`config.mk`:
```
export PLATFORM = sky130hd
export DESIGN_NAME = eim_top
export DESIGN_NICKNAME = d
export VERILOG_FILES = /design/src/rtl/eim_pkg.sv /design/src/rtl/eim_ext_input.sv /design/src/rtl/eim_top.sv
export VERILOG_INCLUDE_DIRS = /design/src /design/src/rtl
export SDC_FILE = /design/constraint.sdc
export NUM_CORES = 1
export LEC_CHECK = 0
export BUFFER_PORTS_ARGS = -buffer_cell sky130_fd_sc_hd__buf_2
export CAP_MARGIN = 10
export CORE_UTILIZATION = 32
export CTS_BUF_LIST = sky130_fd_sc_hd__clkbuf_8
export DETAILED_ROUTE_END_ITERATION = 8
export PLACE_DENSITY = 0.47
export SYNTH_ARGS = -nofsm -noshare
export SYNTH_HDL_FRONTEND = slang
export SYNTH_SLANG_ARGS = --single-unit
```
`constraint.sdc`:
```
create_clock -name i_mclk -period 2.4 [get_ports i_mclk]
set_input_delay 0.12 -clock i_mclk [delete_from_list [all_inputs] [get_ports i_mclk]]
set_output_delay 0.12 -clock i_mclk [all_outputs]
set_load 0.02 [all_outputs]
```
`src/rtl/eim_cfg.svh`:
```
/*
  Register addresses, field positions and reset values of the external
  interrupt and extended mask block.
  Assumes an 8-bit special function register bus with 8-bit addresses.
*/
`ifndef EIM_CFG_SVH
`define EIM_CFG_SVH

// register addresses
`define EIM_ENABLE2_ADDR    8'hE7
`define EIM_PRIORITY2_ADDR  8'hF7
`define EIM_EXT_CFG_ADDR    8'hE4
`define EIM_TIMER_CTRL_ADDR 8'h88

// second extended enable and priority fields
`define EIM_SRC2_MSB          2
`define EIM_PIN_MATCH_BIT     2
`define EIM_CAN_BIT           1
`define EIM_REG_DROP_BIT      0

// external input configuration fields
`define EIM_A_SEL_LSB         0
`define EIM_A_POL_BIT         3
`define EIM_B_SEL_LSB         4
`define EIM_B_POL_BIT         7
`define EIM_SEL_W             3

// timer control fields held here
`define EIM_A_EDGE_BIT        0
`define EIM_A_PEND_BIT        1
`define EIM_B_EDGE_BIT        2
`define EIM_B_PEND_BIT        3

// reset values
`define EIM_ENABLE2_RESET     3'h0
`define EIM_PRIORITY2_RESET   3'h0
`define EIM_EXT_CFG_RESET     8'h00
`define EIM_EDGE_SEL_RESET    2'h0
`define EIM_PIN_IDLE_RESET    8'hFF

`endif

```
`src/rtl/eim_pkg.sv`:
```
/*
  Types shared by the external interrupt and extended mask block.
  Assumes the constants of eim_cfg.svh for widths and positions.
*/
package eim_pkg;

  typedef logic [7:0] eim_byte_t;
  typedef logic [2:0] eim_pin_sel_t;

  // request vector index of each interrupt source
  typedef enum logic [2:0] {
    EIM_SRC_EXT_A = 3'h0,
    EIM_SRC_EXT_B = 3'h1,
    EIM_SRC_PM    = 3'h2,
    EIM_SRC_CAN   = 3'h3,
    EIM_SRC_REG   = 3'h4
  } eim_src_e;

endpackage : eim_pkg

```
`src/rtl/eim_ext_input.sv`:
```
/*
  One external interrupt input: synchronises port 1, picks the selected
  pin, applies polarity and keeps the pending flag in edge or level mode.
  Assumes the port pins are asynchronous to i_mclk.
*/
`timescale 1ns/1ps
`include "eim_cfg.svh"

module eim_ext_input (
  // clock and reset
  input  wire logic                 i_mclk,
  input  wire logic                 i_reset,
  // pins
  input  wire logic [7:0]           i_port_pins,
  // configuration
  input  wire eim_pkg::eim_pin_sel_t i_pin_sel,
  input  wire logic                 i_polarity,
  input  wire logic                 i_edge_mode,
  // pending flag control
  input  wire logic                 i_vector_ack,
  input  wire logic                 i_sw_write,
  input  wire logic                 i_sw_pending,
  // status
  output logic                      o_pending,
  output logic                      o_active
);

  logic [7:0] sync1_r;
  logic [7:0] sync2_r;
  logic [7:0] sync3_r;
  logic [7:0] stable_r;
  logic       active;
  logic       active_prev_r;
  logic       rise;
  logic       pending_r;

  always_ff @(posedge i_mclk) begin
    if (i_reset) begin
      sync1_r <= `EIM_PIN_IDLE_RESET;
      sync2_r <= `EIM_PIN_IDLE_RESET;
      sync3_r <= `EIM_PIN_IDLE_RESET;
    end else begin
      sync1_r <= i_port_pins;
      sync2_r <= sync1_r;
      sync3_r <= sync2_r;
    end
  end

  // a pin change counts once the last two stages agree
  for (genvar g = 0; g < 8; g++) begin : g_pin
    always_ff @(posedge i_mclk) begin
      if (i_reset) begin
        stable_r[g] <= 1'b1;
      end else if (sync2_r[g] == sync3_r[g]) begin
        stable_r[g] <= sync3_r[g];
      end
    end
  end

  // pin is only observed, never driven
  assign active = (stable_r[i_pin_sel] == i_polarity);
  assign rise   = active & ~active_prev_r;

  always_ff @(posedge i_mclk) begin
    if (i_reset) begin
      active_prev_r <= 1'b0;
    end else begin
      active_prev_r <= active;
    end
  end

  always_ff @(posedge i_mclk) begin
    if (i_reset) begin
      pending_r <= 1'b0;
    end else if (!i_edge_mode) begin
      pending_r <= active;
    end else if (rise) begin
      pending_r <= 1'b1;
    end else if (i_vector_ack) begin
      pending_r <= 1'b0;
    end else if (i_sw_write) begin
      pending_r <= i_sw_pending;
    end
  end

  assign o_pending = pending_r;
  assign o_active  = active;
endmodule : eim_ext_input

```
`src/rtl/eim_top.sv`:
```
/*
  External interrupt inputs and second extended enable/priority registers.
  Assumes the CPU core reaches the registers over its special function
  register bus, and pulses a vector acknowledge per external input.
*/
`timescale 1ns/1ps
`include "eim_cfg.svh"

module eim_top (
  // clock and reset
  input  wire logic             i_mclk,
  input  wire logic             i_reset,
  // register bus
  input  wire logic [7:0]       i_sfr_addr,
  input  wire logic             i_sfr_wr,
  input  wire logic             i_sfr_rd,
  input  wire eim_pkg::eim_byte_t i_sfr_wdata,
  output eim_pkg::eim_byte_t    o_sfr_rdata,
  // port 1 pins
  input  wire logic [7:0]       i_port1,
  // CPU interrupt handshake
  input  wire logic [1:0]       i_ext_vector_ack,
  input  wire logic [1:0]       i_ext_enable,
  input  wire logic [1:0]       i_ext_priority,
  // other sources
  input  wire logic             i_pin_match_flag,
  input  wire logic             i_can_flag,
  input  wire logic             i_reg_dropout_flag,
  // requests to the CPU
  output logic [4:0]            o_req_high,
  output logic [4:0]            o_req_low
);

  logic [`EIM_SRC2_MSB:0] extended_irq_enable_second_r;
  logic [`EIM_SRC2_MSB:0] extended_irq_priority_second_r;
  eim_pkg::eim_byte_t     ext_input_config_register_r;
  logic [1:0]             edge_select_r;
  eim_pkg::eim_byte_t     rdata_r;
  eim_pkg::eim_byte_t     rdata_nxt;
  logic [4:0]             req_high_r;
  logic [4:0]             req_low_r;
  logic [4:0]             pending_vec;
  logic [4:0]             enable_vec;
  logic [4:0]             priority_vec;
  logic [1:0]             ext_pending;
  logic                   wr_enable2;
  logic                   wr_priority2;
  logic                   wr_ext_cfg;
  logic                   wr_timer_ctrl;

  assign wr_enable2    = i_sfr_wr && (i_sfr_addr == `EIM_ENABLE2_ADDR);
  assign wr_priority2  = i_sfr_wr && (i_sfr_addr == `EIM_PRIORITY2_ADDR);
  assign wr_ext_cfg    = i_sfr_wr && (i_sfr_addr == `EIM_EXT_CFG_ADDR);
  assign wr_timer_ctrl = i_sfr_wr && (i_sfr_addr == `EIM_TIMER_CTRL_ADDR);

  // only the low three bits are stored, upper bits of a write are dropped
  always_ff @(posedge i_mclk) begin
    if (i_reset) begin
      extended_irq_enable_second_r <= `EIM_ENABLE2_RESET;
    end else if (wr_enable2) begin
      extended_irq_enable_second_r <= i_sfr_wdata[`EIM_SRC2_MSB:0];
    end
  end

  always_ff @(posedge i_mclk) begin
    if (i_reset) begin
      extended_irq_priority_second_r <= `EIM_PRIORITY2_RESET;
    end else if (wr_priority2) begin
      extended_irq_priority_second_r <= i_sfr_wdata[`EIM_SRC2_MSB:0];
    end
  end

  always_ff @(posedge i_mclk) begin
    if (i_reset) begin
      ext_input_config_register_r <= `EIM_EXT_CFG_RESET;
    end else if (wr_ext_cfg) begin
      ext_input_config_register_r <= i_sfr_wdata;
    end
  end

  always_ff @(posedge i_mclk) begin
    if (i_reset) begin
      edge_select_r <= `EIM_EDGE_SEL_RESET;
    end else if (wr_timer_ctrl) begin
      edge_select_r <= {i_sfr_wdata[`EIM_B_EDGE_BIT], i_sfr_wdata[`EIM_A_EDGE_BIT]};
    end
  end

  // the two external inputs; crossbar skip needs nothing here
  for (genvar g = 0; g < 2; g++) begin : g_ext
    localparam int SEL_LSB  = (g == 0) ? `EIM_A_SEL_LSB : `EIM_B_SEL_LSB;
    localparam int POL_BIT  = (g == 0) ? `EIM_A_POL_BIT : `EIM_B_POL_BIT;
    localparam int PEND_BIT = (g == 0) ? `EIM_A_PEND_BIT : `EIM_B_PEND_BIT;
    eim_ext_input u_ext (
      .i_mclk       (i_mclk),
      .i_reset      (i_reset),
      .i_port_pins  (i_port1),
      .i_pin_sel    (ext_input_config_register_r[SEL_LSB +: `EIM_SEL_W]),
      .i_polarity   (ext_input_config_register_r[POL_BIT]),
      .i_edge_mode  (edge_select_r[g]),
      .i_vector_ack (i_ext_vector_ack[g]),
      .i_sw_write   (wr_timer_ctrl),
      .i_sw_pending (i_sfr_wdata[PEND_BIT]),
      .o_pending    (ext_pending[g]),
      .o_active     ()
    );
  end

  // read data, registered one cycle after the read strobe
  always_comb begin
    rdata_nxt = 8'h00;
    unique case (i_sfr_addr)
      `EIM_ENABLE2_ADDR: begin
        rdata_nxt[`EIM_SRC2_MSB:0] = extended_irq_enable_second_r;
      end
      `EIM_PRIORITY2_ADDR: begin
        rdata_nxt[`EIM_SRC2_MSB:0] = extended_irq_priority_second_r;
      end
      `EIM_EXT_CFG_ADDR: begin
        rdata_nxt = ext_input_config_register_r;
      end
      `EIM_TIMER_CTRL_ADDR: begin
        rdata_nxt[`EIM_A_EDGE_BIT] = edge_select_r[0];
        rdata_nxt[`EIM_A_PEND_BIT] = ext_pending[0];
        rdata_nxt[`EIM_B_EDGE_BIT] = edge_select_r[1];
        rdata_nxt[`EIM_B_PEND_BIT] = ext_pending[1];
      end
      default: begin
        rdata_nxt = 8'h00;
      end
    endcase
  end

  always_ff @(posedge i_mclk) begin
    if (i_reset) begin
      rdata_r <= 8'h00;
    end else if (i_sfr_rd) begin
      rdata_r <= rdata_nxt;
    end
  end

  assign o_sfr_rdata = rdata_r;

  // per-source request vectors
  always_comb begin
    pending_vec = 5'h00;
    enable_vec  = 5'h00;
    priority_vec = 5'h00;
    pending_vec[eim_pkg::EIM_SRC_EXT_A] = ext_pending[0];
    pending_vec[eim_pkg::EIM_SRC_EXT_B] = ext_pending[1];
    pending_vec[eim_pkg::EIM_SRC_PM]    = i_pin_match_flag;
    pending_vec[eim_pkg::EIM_SRC_CAN]   = i_can_flag;
    pending_vec[eim_pkg::EIM_SRC_REG]   = i_reg_dropout_flag;
    enable_vec[eim_pkg::EIM_SRC_EXT_A]  = i_ext_enable[0];
    enable_vec[eim_pkg::EIM_SRC_EXT_B]  = i_ext_enable[1];
    enable_vec[eim_pkg::EIM_SRC_PM]     = extended_irq_enable_second_r[`EIM_PIN_MATCH_BIT];
    enable_vec[eim_pkg::EIM_SRC_CAN]    = extended_irq_enable_second_r[`EIM_CAN_BIT];
    enable_vec[eim_pkg::EIM_SRC_REG]    = extended_irq_enable_second_r[`EIM_REG_DROP_BIT];
    priority_vec[eim_pkg::EIM_SRC_EXT_A] = i_ext_priority[0];
    priority_vec[eim_pkg::EIM_SRC_EXT_B] = i_ext_priority[1];
    priority_vec[eim_pkg::EIM_SRC_PM]  = extended_irq_priority_second_r[`EIM_PIN_MATCH_BIT];
    priority_vec[eim_pkg::EIM_SRC_CAN] = extended_irq_priority_second_r[`EIM_CAN_BIT];
    priority_vec[eim_pkg::EIM_SRC_REG] = extended_irq_priority_second_r[`EIM_REG_DROP_BIT];
  end

  // a level source left active after its routine simply requests again
  always_ff @(posedge i_mclk) begin
    if (i_reset) begin
      req_high_r <= 5'h00;
      req_low_r  <= 5'h00;
    end else begin
      req_high_r <= pending_vec & enable_vec & priority_vec;
      req_low_r  <= pending_vec & enable_vec & ~priority_vec;
    end
  end

  assign o_req_high = req_high_r;
  assign o_req_low  = req_low_r;
endmodule : eim_top

```
==> run summary <==
Die outline width: 93.6 um. Across the run, the number of max-cap violations was 0. The tools report the number of nets at the end of the flow as 353.

Across the VDD grid, the largest voltage drop is 0.364 mV. OpenSTA, run right after detailed placement, puts the worst setup slack at 0.688 ns. The class of the tightest hold or removal check was input port to register. Post-synthesis cell area: 2680 um^2. The final worst hold slack is 0.0299 ns. Effective utilization at floorplan: 32.8%. In the final layout, the share of cells above drive strength 1 is 30.2%.

For the pin with the worst max-slew slack, the measured transition is 0.714 ns. Static timing analysis puts the maximum clock frequency at 635 MHz. The via count of the first global-routing pass is 1809.

The H-tree was split into 3 levels. 0 antenna diodes ended up in the layout. The pin count of the biggest net entering global routing was 29; the reg2reg setup slack was 0.83 ns. The detailed-routing iteration count for the pre-antenna-repair pass is 4.

The number of cells traversed by the worst register-to-register path is 4, and the total clock sinks is 70. The sum of routed wire length over all layers was 5240 um. Setup repair after global routing left no endpoint under its margin.

In the routed layout, each cell is associated on average with a via count of 4.64. The mean routed wirelength per cell came out at 12.3 um. Origin of the critical flop-to-flop path: ext_input_config_register_r[1].

The startpoint identified for the worst hold timing path is i_sfr_wdata[6]. The number of standard cells after synthesis is 250, and the starting DRC count in detailed routing is 50. Sorting the synthesized cells by how often they occur yields sky130_fd_sc_hd__dfxtp_1 (70), sky130_fd_sc_hd__nor2_1 (33), sky130_fd_sc_hd__or2_2 (24).

The first global-routing pass estimated 8560 um of wire. The worst setup path is launched from a register. TritonCTS built the clock tree. The initial antenna violation count was 0; the period utilization was 65.6%. The post-route clock skew came out at 0.00564 ns.

For the final routed database, the setup TNS stands at 0 ns. Compared with the post-synthesis result, the final layout area differs by 23.4%. The flow ran to the end, and the final reports show no timing, DRC or antenna violations. Setup violations remaining at the end of the flow were counted as 0.

The run gives 8180 um^2 as the core region area. The tools report the total congestion overflow as 0. The number of enable-type register cells in the synthesized netlist works out to 0.

By instance count, the leading cell after synthesis is sky130_fd_sc_hd__dfxtp_1. The die span in y came out at 93.6 um. When the netlist entered floorplanning its net count stood at 287. The standard cell with the maximum stage delay on the critical path is sky130_fd_sc_hd__mux4_1. The die covers 8760 um^2.

Routability-driven placement finished with a final weighted congestion of 0.736. The Yosys step of the flow raised 0 warnings. The total power per unit cell area is 628 nW/um^2. Data on the critical path arrives at its endpoint at 1.79 ns. By area the synthesized netlist is led by sky130_fd_sc_hd__dfxtp_1 (52%), sky130_fd_sc_hd__mux2i_1 (7.8%), sky130_fd_sc_hd__or2_2 (5.6%). Sequential cells were found to cover 52.2% of the synthesized design area. The fraction of synthesis flops using an asynchronous set or reset pin is 0%. The final critical delay including setup and external delays was 1.57 ns. Clock edge transition at the registers on the reported setup and hold paths: 0.07 ns.

Instance count along the most critical hold path: 3. The largest single stage delay on the critical path is 0.58 ns. The number of placed I/O pins came out at 55. Walking the worst path, the cells encountered are mux4_1, mux2i_1, xnor2_1, o22ai_1.

The worst setup path is captured at a register. Cell at the root of the clock tree: sky130_fd_sc_hd__clkbuf_8. The share of the synthesized area in the top cell type is 52.2%.

Largest fanout on the critical path: 4. Dominant register cell in the synthesized netlist: sky130_fd_sc_hd__dfxtp_1. Cell family with the largest share of critical-path delay: multiplexers. For this run, design rule violations remaining after detail routing come to 0. Of all cell types, the one taking the most synthesized area is sky130_fd_sc_hd__dfxtp_1. Endpoint with the worst hold slack: ext_input_config_register_r[6].

The class of the most critical setup path is register to register. At the later pin of the worst-skew pair, clock insertion delay measures 0.33 ns. The number of rows in the core area is 33, and the max-slew violation total from the final report is 0. The normalized max-slew margin is 52.2%. The logs give 9 for the number of clock buffers inserted by TritonCTS and 2 for the buffer depth of the longest clock path. In this run the remaining antenna-violating nets after routing total 0.

Data on the critical path is required at its endpoint by 2.61 ns. For the all-layer global routing usage, the log shows 13.0%. The detailed-route via count was 1978. The number of input and output port buffers inserted came out at 54. The minimum setup slack in the final design is 0.826 ns.

The count of state elements after synthesis works out to 70. Summed over all nets, the half-perimeter wirelength after detailed placement is 3860 um. The tools report the end of the worst register-to-register path as g_ext[0].u_ext.o_pending. Buffer and inverter count on the worst path: 0. The number of different library cells used by synthesis comes to 35. For this run, the share of the core covered by cells in the final layout is 40.5%.

Each instance of the synthesized netlist takes up on average 10.7 um^2. The number of hold violations in the final report is 0. Summed over all cells, the static leakage comes to 1.33 nW.
layout make-up:
cell class	instances	area [um^2]
Tap cell	105	131
Clock buffer	10	138
Fill cell	824	4860
Multi-Input combinational cell	168	1230
Sequential cell	70	1400
Timing Repair Buffer	66	385
Inverter	1	3.75
Clock inverter	6	23.8
kinds of logic (layout without fill, tap and decap cells):
logic type / Yosys count / after routing / share of synthesized area [%]
and+or+nand+nor: 105 / 105 / 24.7
DFF: 70 / 70 / 52.2
AOI/OAI and AO/OA: 36 / 36 / 8.72
muxes: 25 / 25 / 11.7
buffers and inverters: 12 / 83 / 2.00
xor gates and xnor gates: 2 / 2 / 0.653
worst reg2reg max path: stages (launching register included):
cell and delay (ns):
sky130_fd_sc_hd__dfxtp_1 0.43, sky130_fd_sc_hd__mux4_1 0.58, sky130_fd_sc_hd__mux2i_1 0.18, sky130_fd_sc_hd__xnor2_1 0.16, sky130_fd_sc_hd__o22ai_1 0.11
sequential cells by signal, summed over array words and instances (netlist names), 3 cells and up:
register	cells
ext_input_config_register_r	8
o_req_high	5
extended_irq_priority_second_r	3
extended_irq_enable_second_r	3
g_ext.u_ext.stable_r	8
o_req_low	5
g_ext.u_ext.sync1_r	8
g_ext.u_ext.sync2_r	8
g_ext.u_ext.sync3_r	8
o_sfr_rdata	8
routing by layer:
layer  GRT usage (%)  vias to the layer above  share of wire (%)
li1                -                     1013                  -
met1            14.7                      923                 46
met2            22.1                       37                 48
met3            5.28                        5                4.3
met4            4.62                        0                1.1
met5               0                        -                  0
timing repair:
action / in CTS / in global routing
hold endpoints to repair: 10 / 0
hold buffers: 10 / 0
setup buffers: 0 / 0
gates resized for setup: 0 / 0
metrics by stage:
stage / power [mW] / instance area (um^2) / instances
floorplan: 1.26 / 2680 / 250
global placement: 1.32 / 3050 / 400
detailed placement: 1.32 / 3050 / 400
CTS: 2.12 / 3310 / 426
global route: 2.19 / 3310 / 426
finish: 2.08 / 3310 / 426
report_power, final:
part	switching [mW]	internal [mW]	leakage, nW	total [mW]
logic	0.0594	0.0578	0.657	0.117
clock network	0.395	0.383	0.102	0.778
registers	0.00632	1.18	0.569	1.18
total	0.461	1.62	1.33	2.08
cell usage in the layout (no fill, tap or decap), types with 5 or more instances in the layout:
| cell type | instances |
|---|---|
| sky130_fd_sc_hd__a21oi_1 | 13 |
| sky130_fd_sc_hd__buf_2 | 54 |
| sky130_fd_sc_hd__clkbuf_8 | 10 |
| sky130_fd_sc_hd__dfxtp_1 | 70 |
| sky130_fd_sc_hd__dlygate4sd3_1 | 10 |
| sky130_fd_sc_hd__inv_1 | 6 |
| sky130_fd_sc_hd__mux2i_1 | 21 |
| sky130_fd_sc_hd__nand2_1 | 7 |
| sky130_fd_sc_hd__nor2_1 | 33 |
| sky130_fd_sc_hd__nor2b_1 | 5 |
| sky130_fd_sc_hd__nor3_1 | 5 |
| sky130_fd_sc_hd__nor3b_1 | 6 |
| sky130_fd_sc_hd__o21bai_1 | 8 |
| sky130_fd_sc_hd__or2_2 | 24 |
worst max-delay path by stage:
stage | from | endpoint | slack [ns] | depth (start not counted)
floorplan | ext_input_config_register_r[5] | g_ext[1].u_ext.o_pending | 0.96 | 4
global placement | i_sfr_addr[4] | ext_input_config_register_r[6] | 0.68 | 5
detailed placement | i_sfr_addr[4] | ext_input_config_register_r[5] | 0.69 | 5
CTS | ext_input_config_register_r[1] | g_ext[0].u_ext.o_pending | 0.81 | 4
global route | ext_input_config_register_r[1] | g_ext[0].u_ext.o_pending | 0.69 | 4
finish | ext_input_config_register_r[1] | g_ext[0].u_ext.o_pending | 0.83 | 4
Note: power is estimated with default switching activity, not from simulation.
